$ cat config.mk
export PLATFORM = sky130hd
export DESIGN_NAME = sar_adc_scan_sequencer
export DESIGN_NICKNAME = d
export VERILOG_FILES = /design/src/core/adc_seq_pkg.sv /design/src/core/channel_picker.sv /design/src/core/result_bank.sv /design/src/core/sar_adc_scan_sequencer.sv
export SDC_FILE = /design/constraint.sdc
export NUM_CORES = 1
export LEC_CHECK = 0
export ABC_AREA = 1
export BUFFER_PORTS_ARGS = -buffer_cell sky130_fd_sc_hd__buf_2
export CORE_ASPECT_RATIO = 0.8
export CORE_UTILIZATION = 35
export CTS_BUF_LIST = sky130_fd_sc_hd__clkbuf_16
export CTS_CLUSTER_DIAMETER = 100
export DETAILED_ROUTE_END_ITERATION = 10
export SKIP_CTS_REPAIR_TIMING = 1
export SYNTH_ARGS = -nofsm -noshare
export SYNTH_HDL_FRONTEND = slang
export SYNTH_HIERARCHICAL = 1
export SYNTH_SLANG_ARGS = --single-unit
$ cat constraint.sdc
create_clock -name i_clk -period 2.2 [get_ports i_clk]
set_input_delay 0.11 -clock i_clk [delete_from_list [all_inputs] [get_ports i_clk]]
set_output_delay 0.11 -clock i_clk [all_outputs]
set_load 0.01 [all_outputs]
$ cat src/core/adc_seq_pkg.sv
package adc_seq_pkg;
  localparam int NUM_CH = 16;
  localparam int RES_W = 10;
  localparam int ADDR_W = 8;
  // Register byte addresses
  localparam logic [7:0] OFS_CTRL_FIRST = 8'h00;
  localparam logic [7:0] OFS_CTRL_SECOND = 8'h04;
  localparam logic [7:0] OFS_SEL_LOW = 8'h08;
  localparam logic [7:0] OFS_SEL_HIGH = 8'h0C;
  localparam logic [7:0] OFS_IRQ_STATUS = 8'h10;
  localparam logic [7:0] OFS_IRQ_MASK = 8'h14;
  localparam logic [7:0] OFS_SEQ_STATUS = 8'h18;
  localparam logic [7:0] OFS_RESULT_BASE = 8'h40;
  localparam logic [7:0] OFS_RESULT_STEP = 8'h08;
  localparam logic [7:0] OFS_RESULT_HIGH = 8'h04;
  // Field positions
  localparam int BIT_LOOP = 0;
  localparam int BIT_RUN = 0;
  localparam int BIT_IRQ_SCAN_DONE = 0;
  localparam int BIT_IRQ_EMPTY_START = 1;
  localparam int IRQ_W = 2;
  localparam int RES_LOW_POS = 6;
  // Reset values
  localparam logic [7:0] RST_SEL = 8'h00;
  localparam logic [IRQ_W-1:0] RST_MASK = 2'h0;
  localparam logic [RES_W-1:0] RST_RESULT = 10'h000;

  typedef struct packed {
    logic start;
    logic [3:0] channel;
  } conv_req_t;

  typedef struct packed {
    logic done;
    logic [RES_W-1:0] value;
  } conv_ans_t;

  typedef enum logic [3:0] {
    ST_IDLE = 4'b0001,
    ST_PICK = 4'b0010,
    ST_CONV = 4'b0100,
    ST_HOLD = 4'b1000
  } seq_state_t;
endpackage : adc_seq_pkg

$ cat src/core/channel_picker.sv
module channel_picker
  import adc_seq_pkg::*;
#(
  parameter int N = NUM_CH
) (
  input wire logic [N-1:0] i_set,
  input wire logic [3:0] i_from,
  input wire logic i_any_from,
  output logic o_found,
  output logic [3:0] o_channel,
  output logic o_is_last
);
  // Lowest enabled channel at or above i_from (or from 0 when i_any_from)
  always_comb begin
    o_found = 1'b0;
    o_channel = 4'h0;
    o_is_last = 1'b1;
    for (int k = N - 1; k >= 0; k--) begin
      if (i_set[k] && (i_any_from || k >= int'(i_from))) begin
        o_found = 1'b1;
        o_channel = 4'(k);
      end
    end
    for (int k = 0; k < N; k++) begin
      if (i_set[k] && o_found && k > int'(o_channel)) begin
        o_is_last = 1'b0;
      end
    end
  end
endmodule : channel_picker

$ cat src/core/result_bank.sv
module result_bank
  import adc_seq_pkg::*;
#(
  parameter int N = NUM_CH
) (
  input wire logic i_clk,
  input wire logic i_sys_rst,
  input wire logic i_wr,
  input wire logic [3:0] i_channel,
  input wire logic [RES_W-1:0] i_value,
  input wire logic [3:0] i_rd_channel,
  output logic [RES_W-1:0] o_rd_value
);
  logic [RES_W-1:0] mem_r [N];

  always_ff @(posedge i_clk) begin
    if (i_sys_rst) begin
      for (int k = 0; k < N; k++) begin
        mem_r[k] <= RST_RESULT;
      end
    end else if (i_wr) begin
      mem_r[i_channel] <= i_value;
    end
  end

  assign o_rd_value = mem_r[i_rd_channel];
endmodule : result_bank

$ cat src/core/sar_adc_scan_sequencer.sv
//Contract
//- Upper select register holds eight enable bits for channels 8-15, reset zero.
//- Enabled channels are converted in ascending channel order.
//- Results land only in the converted channel's own registers.
//- Start with no channel selected converts nothing, raises nothing, run stays one; the code sets the empty-start status bit (bit 1) once.
//- Writing one to run starts converting at the lowest enabled channel.
//- After the highest enabled channel is stored, raise scan-done once.
//- At scan end clear run if loop is zero, else restart the scan.
//- Selection is captured at scan start and held until scan-done.
//- Result split: high holds bits 9..2, low holds bits 1..0 in bits 7..6.
//- Writing zero to run stops conversion; run resets to zero.
//
// Chosen here: the APB register port and the register addresses.
module sar_adc_scan_sequencer
  import adc_seq_pkg::*;
(
  input wire logic i_clk,
  input wire logic i_sys_rst,
  input wire logic i_psel,
  input wire logic i_penable,
  input wire logic i_pwrite,
  input wire logic [ADDR_W-1:0] i_paddr,
  input wire logic [31:0] i_pwdata,
  input wire logic [3:0] i_pstrb,
  output logic [31:0] o_prdata,
  output logic o_pready,
  output logic o_pslverr,
  output logic o_conv_power,
  output logic o_conv_start,
  output logic [3:0] o_conv_channel,
  input wire logic i_conv_done,
  input wire logic [RES_W-1:0] i_conv_value,
  output logic o_irq
);

  ////////////////////////////////////////////////////////////////////////////
  // Bus decode
  logic setup_phase;
  logic wr_en;
  logic loop_r;
  logic run_r;
  logic [7:0] sel_low_r;
  logic [7:0] sel_high_r;
  logic [IRQ_W-1:0] irq_status_r;
  logic [IRQ_W-1:0] irq_mask_r;
  logic [NUM_CH-1:0] captured_r;
  logic [3:0] cur_ch_r;
  seq_state_t state_r;
  seq_state_t state_nxt;
  conv_req_t req_r;
  conv_ans_t ans;
  logic [RES_W-1:0] rd_value;
  logic [3:0] rd_channel;
  logic is_result_addr;
  logic pick_found;
  logic [3:0] pick_ch;
  logic pick_last;
  logic last_r;
  logic store_pulse;
  logic scan_end;
  logic empty_start;
  logic run_wr_one;
  logic run_wr_zero;

  function automatic logic lane0_write(input logic [ADDR_W-1:0] a, input logic [7:0] ofs);
    lane0_write = (a == ofs) && i_pstrb[0];
  endfunction : lane0_write

  // Single-cycle access: ready is registered from the setup cycle so access phase ends at once
  assign setup_phase = i_psel && !i_penable;
  assign wr_en = i_psel && i_penable && i_pwrite && o_pready;
  assign is_result_addr = (i_paddr >= OFS_RESULT_BASE) && (i_paddr[1:0] == 2'b00);
  assign rd_channel = 4'((i_paddr - OFS_RESULT_BASE) >> 3);
  assign ans.done = i_conv_done;
  assign ans.value = i_conv_value;
  assign run_wr_one = wr_en && lane0_write(i_paddr, OFS_CTRL_SECOND) && i_pwdata[BIT_RUN];
  assign run_wr_zero = wr_en && lane0_write(i_paddr, OFS_CTRL_SECOND) && !i_pwdata[BIT_RUN];

  always_ff @(posedge i_clk) begin
    if (i_sys_rst) begin
      o_pready <= 1'b0;
    end else begin
      o_pready <= setup_phase;
    end
  end

  always_ff @(posedge i_clk) begin
    if (i_sys_rst) begin
      o_prdata <= 32'h0000_0000;
      o_pslverr <= 1'b0;
    end else if (setup_phase) begin
      o_pslverr <= 1'b0;
      o_prdata <= 32'h0000_0000;
      if (i_pwrite) begin
        o_pslverr <= !(i_paddr == OFS_CTRL_FIRST || i_paddr == OFS_CTRL_SECOND ||
                       i_paddr == OFS_SEL_LOW || i_paddr == OFS_SEL_HIGH ||
                       i_paddr == OFS_IRQ_STATUS || i_paddr == OFS_IRQ_MASK);
      end else if (is_result_addr && i_paddr < OFS_RESULT_BASE + 8'(NUM_CH * 8)) begin
        if (i_paddr[2]) begin
          o_prdata <= {24'h00_0000, rd_value[RES_W-1:2]};
        end else begin
          o_prdata <= {24'h00_0000, rd_value[1:0], 6'h00};
        end
      end else begin
        unique case (i_paddr)
          OFS_CTRL_FIRST: o_prdata <= {31'h0000_0000, loop_r};
          OFS_CTRL_SECOND: o_prdata <= {31'h0000_0000, run_r};
          OFS_SEL_LOW: o_prdata <= {24'h00_0000, sel_low_r};
          OFS_SEL_HIGH: o_prdata <= {24'h00_0000, sel_high_r};
          OFS_IRQ_STATUS: o_prdata <= {30'h0000_0000, irq_status_r};
          OFS_IRQ_MASK: o_prdata <= {30'h0000_0000, irq_mask_r};
          OFS_SEQ_STATUS: o_prdata <= {23'h00_0000, state_r != ST_IDLE, 4'h0, cur_ch_r};
          default: o_pslverr <= 1'b1;
        endcase
      end
    end
  end

  ////////////////////////////////////////////////////////////////////////////
  // Control registers
  always_ff @(posedge i_clk) begin
    if (i_sys_rst) begin
      loop_r <= 1'b0;
      sel_low_r <= RST_SEL;
      sel_high_r <= RST_SEL;
      irq_mask_r <= RST_MASK;
    end else if (wr_en && i_pstrb[0]) begin
      if (i_paddr == OFS_CTRL_FIRST) loop_r <= i_pwdata[BIT_LOOP];
      if (i_paddr == OFS_SEL_LOW) sel_low_r <= i_pwdata[7:0];
      if (i_paddr == OFS_SEL_HIGH) sel_high_r <= i_pwdata[7:0];
      if (i_paddr == OFS_IRQ_MASK) irq_mask_r <= i_pwdata[IRQ_W-1:0];
    end
  end

  // Run bit: software write, cleared by hardware at single-scan end
  always_ff @(posedge i_clk) begin
    if (i_sys_rst) begin
      run_r <= 1'b0;
    end else if (run_wr_one) begin
      run_r <= 1'b1;
    end else if (run_wr_zero) begin
      run_r <= 1'b0;
    end else if (scan_end && !loop_r) begin
      run_r <= 1'b0;
    end
  end

  ////////////////////////////////////////////////////////////////////////////
  // Scan sequencer
  channel_picker #(.N(NUM_CH)) u_pick (
    .i_set(captured_r),
    .i_from(cur_ch_r),
    .i_any_from(state_r == ST_IDLE || state_r == ST_HOLD),
    .o_found(pick_found),
    .o_channel(pick_ch),
    .o_is_last(pick_last)
  );

  result_bank #(.N(NUM_CH)) u_bank (
    .i_clk(i_clk),
    .i_sys_rst(i_sys_rst),
    .i_wr(store_pulse),
    .i_channel(cur_ch_r),
    .i_value(ans.value),
    .i_rd_channel(rd_channel),
    .o_rd_value(rd_value)
  );

  assign store_pulse = (state_r == ST_CONV) && ans.done && run_r && !run_wr_zero;
  assign scan_end = store_pulse && last_r;
  // Empty selection parks in HOLD: converter powered, nothing converted
  assign empty_start = (state_r == ST_PICK) && !pick_found;

  always_comb begin
    state_nxt = state_r;
    unique case (state_r)
      ST_IDLE: if (run_r) state_nxt = ST_PICK;
      ST_PICK: state_nxt = pick_found ? ST_CONV : ST_HOLD;
      ST_CONV: if (store_pulse) state_nxt = (last_r && !loop_r) ? ST_IDLE : ST_PICK;
      ST_HOLD: if ((captured_r | {sel_high_r, sel_low_r}) != '0) state_nxt = ST_PICK;
      default: state_nxt = ST_IDLE;
    endcase
    if (!run_r || run_wr_zero) state_nxt = ST_IDLE;
  end

  always_ff @(posedge i_clk) begin
    if (i_sys_rst) begin
      state_r <= ST_IDLE;
    end else begin
      state_r <= state_nxt;
    end
  end

  // Capture selection at scan start; held until scan end
  always_ff @(posedge i_clk) begin
    if (i_sys_rst) begin
      captured_r <= '0;
    end else if ((state_r == ST_IDLE && run_r) || state_r == ST_HOLD || scan_end) begin
      captured_r <= {sel_high_r, sel_low_r};
    end
  end

  always_ff @(posedge i_clk) begin
    if (i_sys_rst) begin
      cur_ch_r <= 4'h0;
      last_r <= 1'b0;
    end else if (state_r == ST_PICK && pick_found) begin
      cur_ch_r <= pick_ch;
      last_r <= pick_last;
    end else if (store_pulse) begin
      // Next search starts above the stored channel; wraps to 0 on scan end
      cur_ch_r <= last_r ? 4'h0 : 4'(cur_ch_r + 4'h1);
    end else if (state_r == ST_IDLE || state_r == ST_HOLD) begin
      // A stopped scan leaves a stale channel; a new search must begin at 0
      cur_ch_r <= 4'h0;
    end
  end

  // Converter handshake
  always_ff @(posedge i_clk) begin
    if (i_sys_rst) begin
      req_r <= '0;
    end else begin
      req_r.start <= (state_r == ST_PICK) && pick_found && run_r && !run_wr_zero;
      if (state_r == ST_PICK && pick_found) req_r.channel <= pick_ch;
    end
  end

  assign o_conv_start = req_r.start;
  assign o_conv_channel = req_r.channel;

  always_ff @(posedge i_clk) begin
    if (i_sys_rst) begin
      o_conv_power <= 1'b0;
    end else begin
      o_conv_power <= run_r && !run_wr_zero;
    end
  end

  ////////////////////////////////////////////////////////////////////////////
  // Interrupts: set wins over write-one-to-clear
  always_ff @(posedge i_clk) begin
    if (i_sys_rst) begin
      irq_status_r <= '0;
    end else begin
      for (int k = 0; k < IRQ_W; k++) begin
        if ((k == BIT_IRQ_SCAN_DONE && scan_end) || (k == BIT_IRQ_EMPTY_START && empty_start)) begin
          irq_status_r[k] <= 1'b1;
        end else if (wr_en && lane0_write(i_paddr, OFS_IRQ_STATUS) && i_pwdata[k]) begin
          irq_status_r[k] <= 1'b0;
        end
      end
    end
  end

  always_ff @(posedge i_clk) begin
    if (i_sys_rst) begin
      o_irq <= 1'b0;
    end else begin
      o_irq <= |(irq_status_r & irq_mask_r);
    end
  end
endmodule : sar_adc_scan_sequencer

==> reports/results.txt <==
Detailed Route Iter0 Violations = 856
worst hold path depth = 3
final wirelength = 33900 um
Synth async-reset ratio = 0%
most frequent cells in the layout = nand2_1 (338), nor2_1 (244), inv_1 (221), nand3_1 (172), edfxtp_1 (160)
Critical R2R Capture = last_r
Worst Setup Start Kind = register
highest clock rate = 411 MHz
top routing layer used = met4
final setup violating endpoints = 12
antenna diode count = 0
Pins Over Slew Limit = 0
peak supply drop = 0.000597 V
register area share after synthesis = 51.5%
clk sinks = 225
critical path required time = 2.65 ns
Synth Flop Type = edfxtp_1
R2R cell count = 17
Post-Synthesis Cell Area = 11900 um2
leak pwr = 6.54 nW
CTS buffer count = 25
Total GRT Usage = 19.4%
min setup slack post-route = -0.232 ns
Reg2Reg Launch Point = state_r[2]
Post-Place Worst Slack = -0.219 ns
Setup crit end kind = register
placed insts = 2021
design area = 14100 um2
clk_skew = 0.0250 ns
Clock transition at path regs = 0.07 ns
WS Path Type = register to register
setup_tns = -1.20 ns
grt total ovfl = 0
Root Buffer = clkbuf_16
Crit path largest cell delay = 0.37 ns
synth warn = 6
Post-DP HPWL = 24200 um
worst-path fanout max = 4
Clock Path Buffers = 3
Port Buffers = 50
cell area power density = 663 nW/um2
met2 wire len = 14300 um
CTS tree = done
Worst Path Arrival = 2.89 ns
Slew @ Worst Pin = 0.759 ns
largest net degree at the start of global routing = 41
Pwr Total = 9.38 mW
vias per cell = 4.85
Post-synth EDFFs = 160
RSZ-0062 raised after global routing = yes
Max Cap Viol = 0
initial antenna violation count = 0
DIE WIDTH = 208 um
fin crit period = 2.43 ns
post-route ant nets = 0
DIE AREA = 34600 um2
hold path startpoint = i_pwdata[0]
residual DRC count = 0
Pre-antenna DRT Iters = 5
Initial Util = 36.0%
drt wl/cell = 16.2 um
WL met1 = 16500 um
fraction of layout cells with a size suffix above 1 = 17.9%
Placed Area = 13100 um2
Die Ht = 167 um
synth-to-layout area growth = 19.3%
clk_lat worst skew = 0.53 ns
Final Cycle Share = 111%
R2R setup slack = -0.23 ns
I/O Pins = 101
Syn Area/Cell = 7.87 um2
Core Box Area = 32900 um2
critical-path cell list = inv_1, nand3_2, nand2_4, buf_4, o211ai_1, nand2_1, nor2_2, nand2_2, nor2_4, nand2_2, o21ai_0, nand2_1, nor2_1, a21oi_2, nor2_1, o21ai_1, a21oi_1
Site Rows = 59
layout net count = 1699
Distinct cells, synth = 42
Slew Limit Headroom = 49.3%
first-pass GRT wire length = 52600 um
failing checks = hold timing, setup timing
DR WL met3 = 2270 um
HP Class = input port to register
most common cell after layout, fill and taps aside = nand2_1
vias in the first global route = 9440
status = complete, but fails checks
FILL cells = 3286
Slowest-stage cell, CP = dfxtp_4
H-tree levels = 1
Min-Delay Endpoint = irq_mask_r[0]
Hold Vio Cnt, Final = 2
Cell Count, Final, Fillers Out = 2084
Vias = 10108
WHS = -0.00741 ns
Seq cells post-synth = 225
Core Util, Final = 43.0%
routability cong. = 0.905
cell count after synthesis = 1507
==> report_power, final <==
group / total, mW / internal, mW / switching, mW
combinational: 0.771 / 0.241 / 0.529
sequential: 4.71 / 4.67 / 0.0386
clock: 3.90 / 2.19 / 1.71
total: 9.38 / 7.10 / 2.28
==> registers in the layout (all words and copies together) (netlist names) <==
name            flops
run_r               1
o_irq               1
u_bank/mem_r      160
irq_mask_r          2
o_prdata            9
state_r             4
irq_status_r        2
sel_low_r           8
o_pslverr           1
cur_ch_r            4
last_r              1
captured_r         16
o_conv_start        1
o_pready            1
loop_r              1
o_conv_power        1
o_conv_channel      4
sel_high_r          8
==> per-layer routing <==
layer  up-vias  global-route usage (%)
met5         -                       0
met4         0                    4.86
met3        44                    2.87
met2       306                    29.3
met1      4756                    29.0
li1       5002                       -
==> cell families (layout without fill, tap and decap cells) <==
family,count (synthesis),after routing,share of synthesized area (%)
xor gates and xnor gates,2,2,0.148
other,1,23,0.0316
buffers and inverters,324,452,12.3
DFF,225,225,51.5
and+or+nand+nor,829,829,30.0
adders and majority gates,1,1,0.106
AOI/OAI and AO/OA,125,125,5.91
==> how the worst max path moves through the flow <==
stage                 from  endpoint  depth (start not counted)
3_3_place_gp    state_r[2]    last_r                         25
2_1_floorplan  cur_ch_r[3]    last_r                         18
3_5_place_dp    state_r[2]    last_r                         25
5_1_grt         state_r[2]    last_r                         19
6_report        state_r[2]    last_r                         17
4_1_cts         state_r[2]    last_r                         25
==> cells in the mapped netlist (5+ instances only) <==
cell type  count  area, um2
inv_2          9       33.8
nand2_2       14       87.6
clkbuf_1      22       82.6
o21ai_0       49        245
buf_4         24        180
dfxtp_1       65       1300
nor2_2         6       37.5
nor2_1       250        938
edfxtp_1     160       4800
nand4_1       13       81.3
inv_1        217        815
o211ai_1       5       37.5
a21oi_1       46        230
nand3_1      174        871
nor2_4         8       90.1
o21ai_1        8       40.0
nand2_1      348       1310
buf_2         31        155
a31oi_1        6       37.5
buf_6         14        158
==> final cells by class <==
| class | count | area [um2] | share of cell area, % |
|---|---|---|---|
| clock buffers | 25 | 626 | 4.42 |
| clock inverters | 21 | 131 | 0.929 |
| inverters | 230 | 876 | 6.19 |
| multi-input cells | 980 | 4510 | 31.9 |
| flip-flops and latches | 225 | 6120 | 43.2 |
| well taps | 427 | 534 | 3.78 |
| repair buffers | 176 | 1350 | 9.55 |
==> worst max-delay path, delay by kind of cell (launching register included) <==
family                 cells  cell delay, ns
and+or+nand+nor           10            1.08
AOI/OAI and AO/OA          5            0.69
DFF                        1            0.37
buffers and inverters      2            0.22
Power figures use the tool's default switching activity.
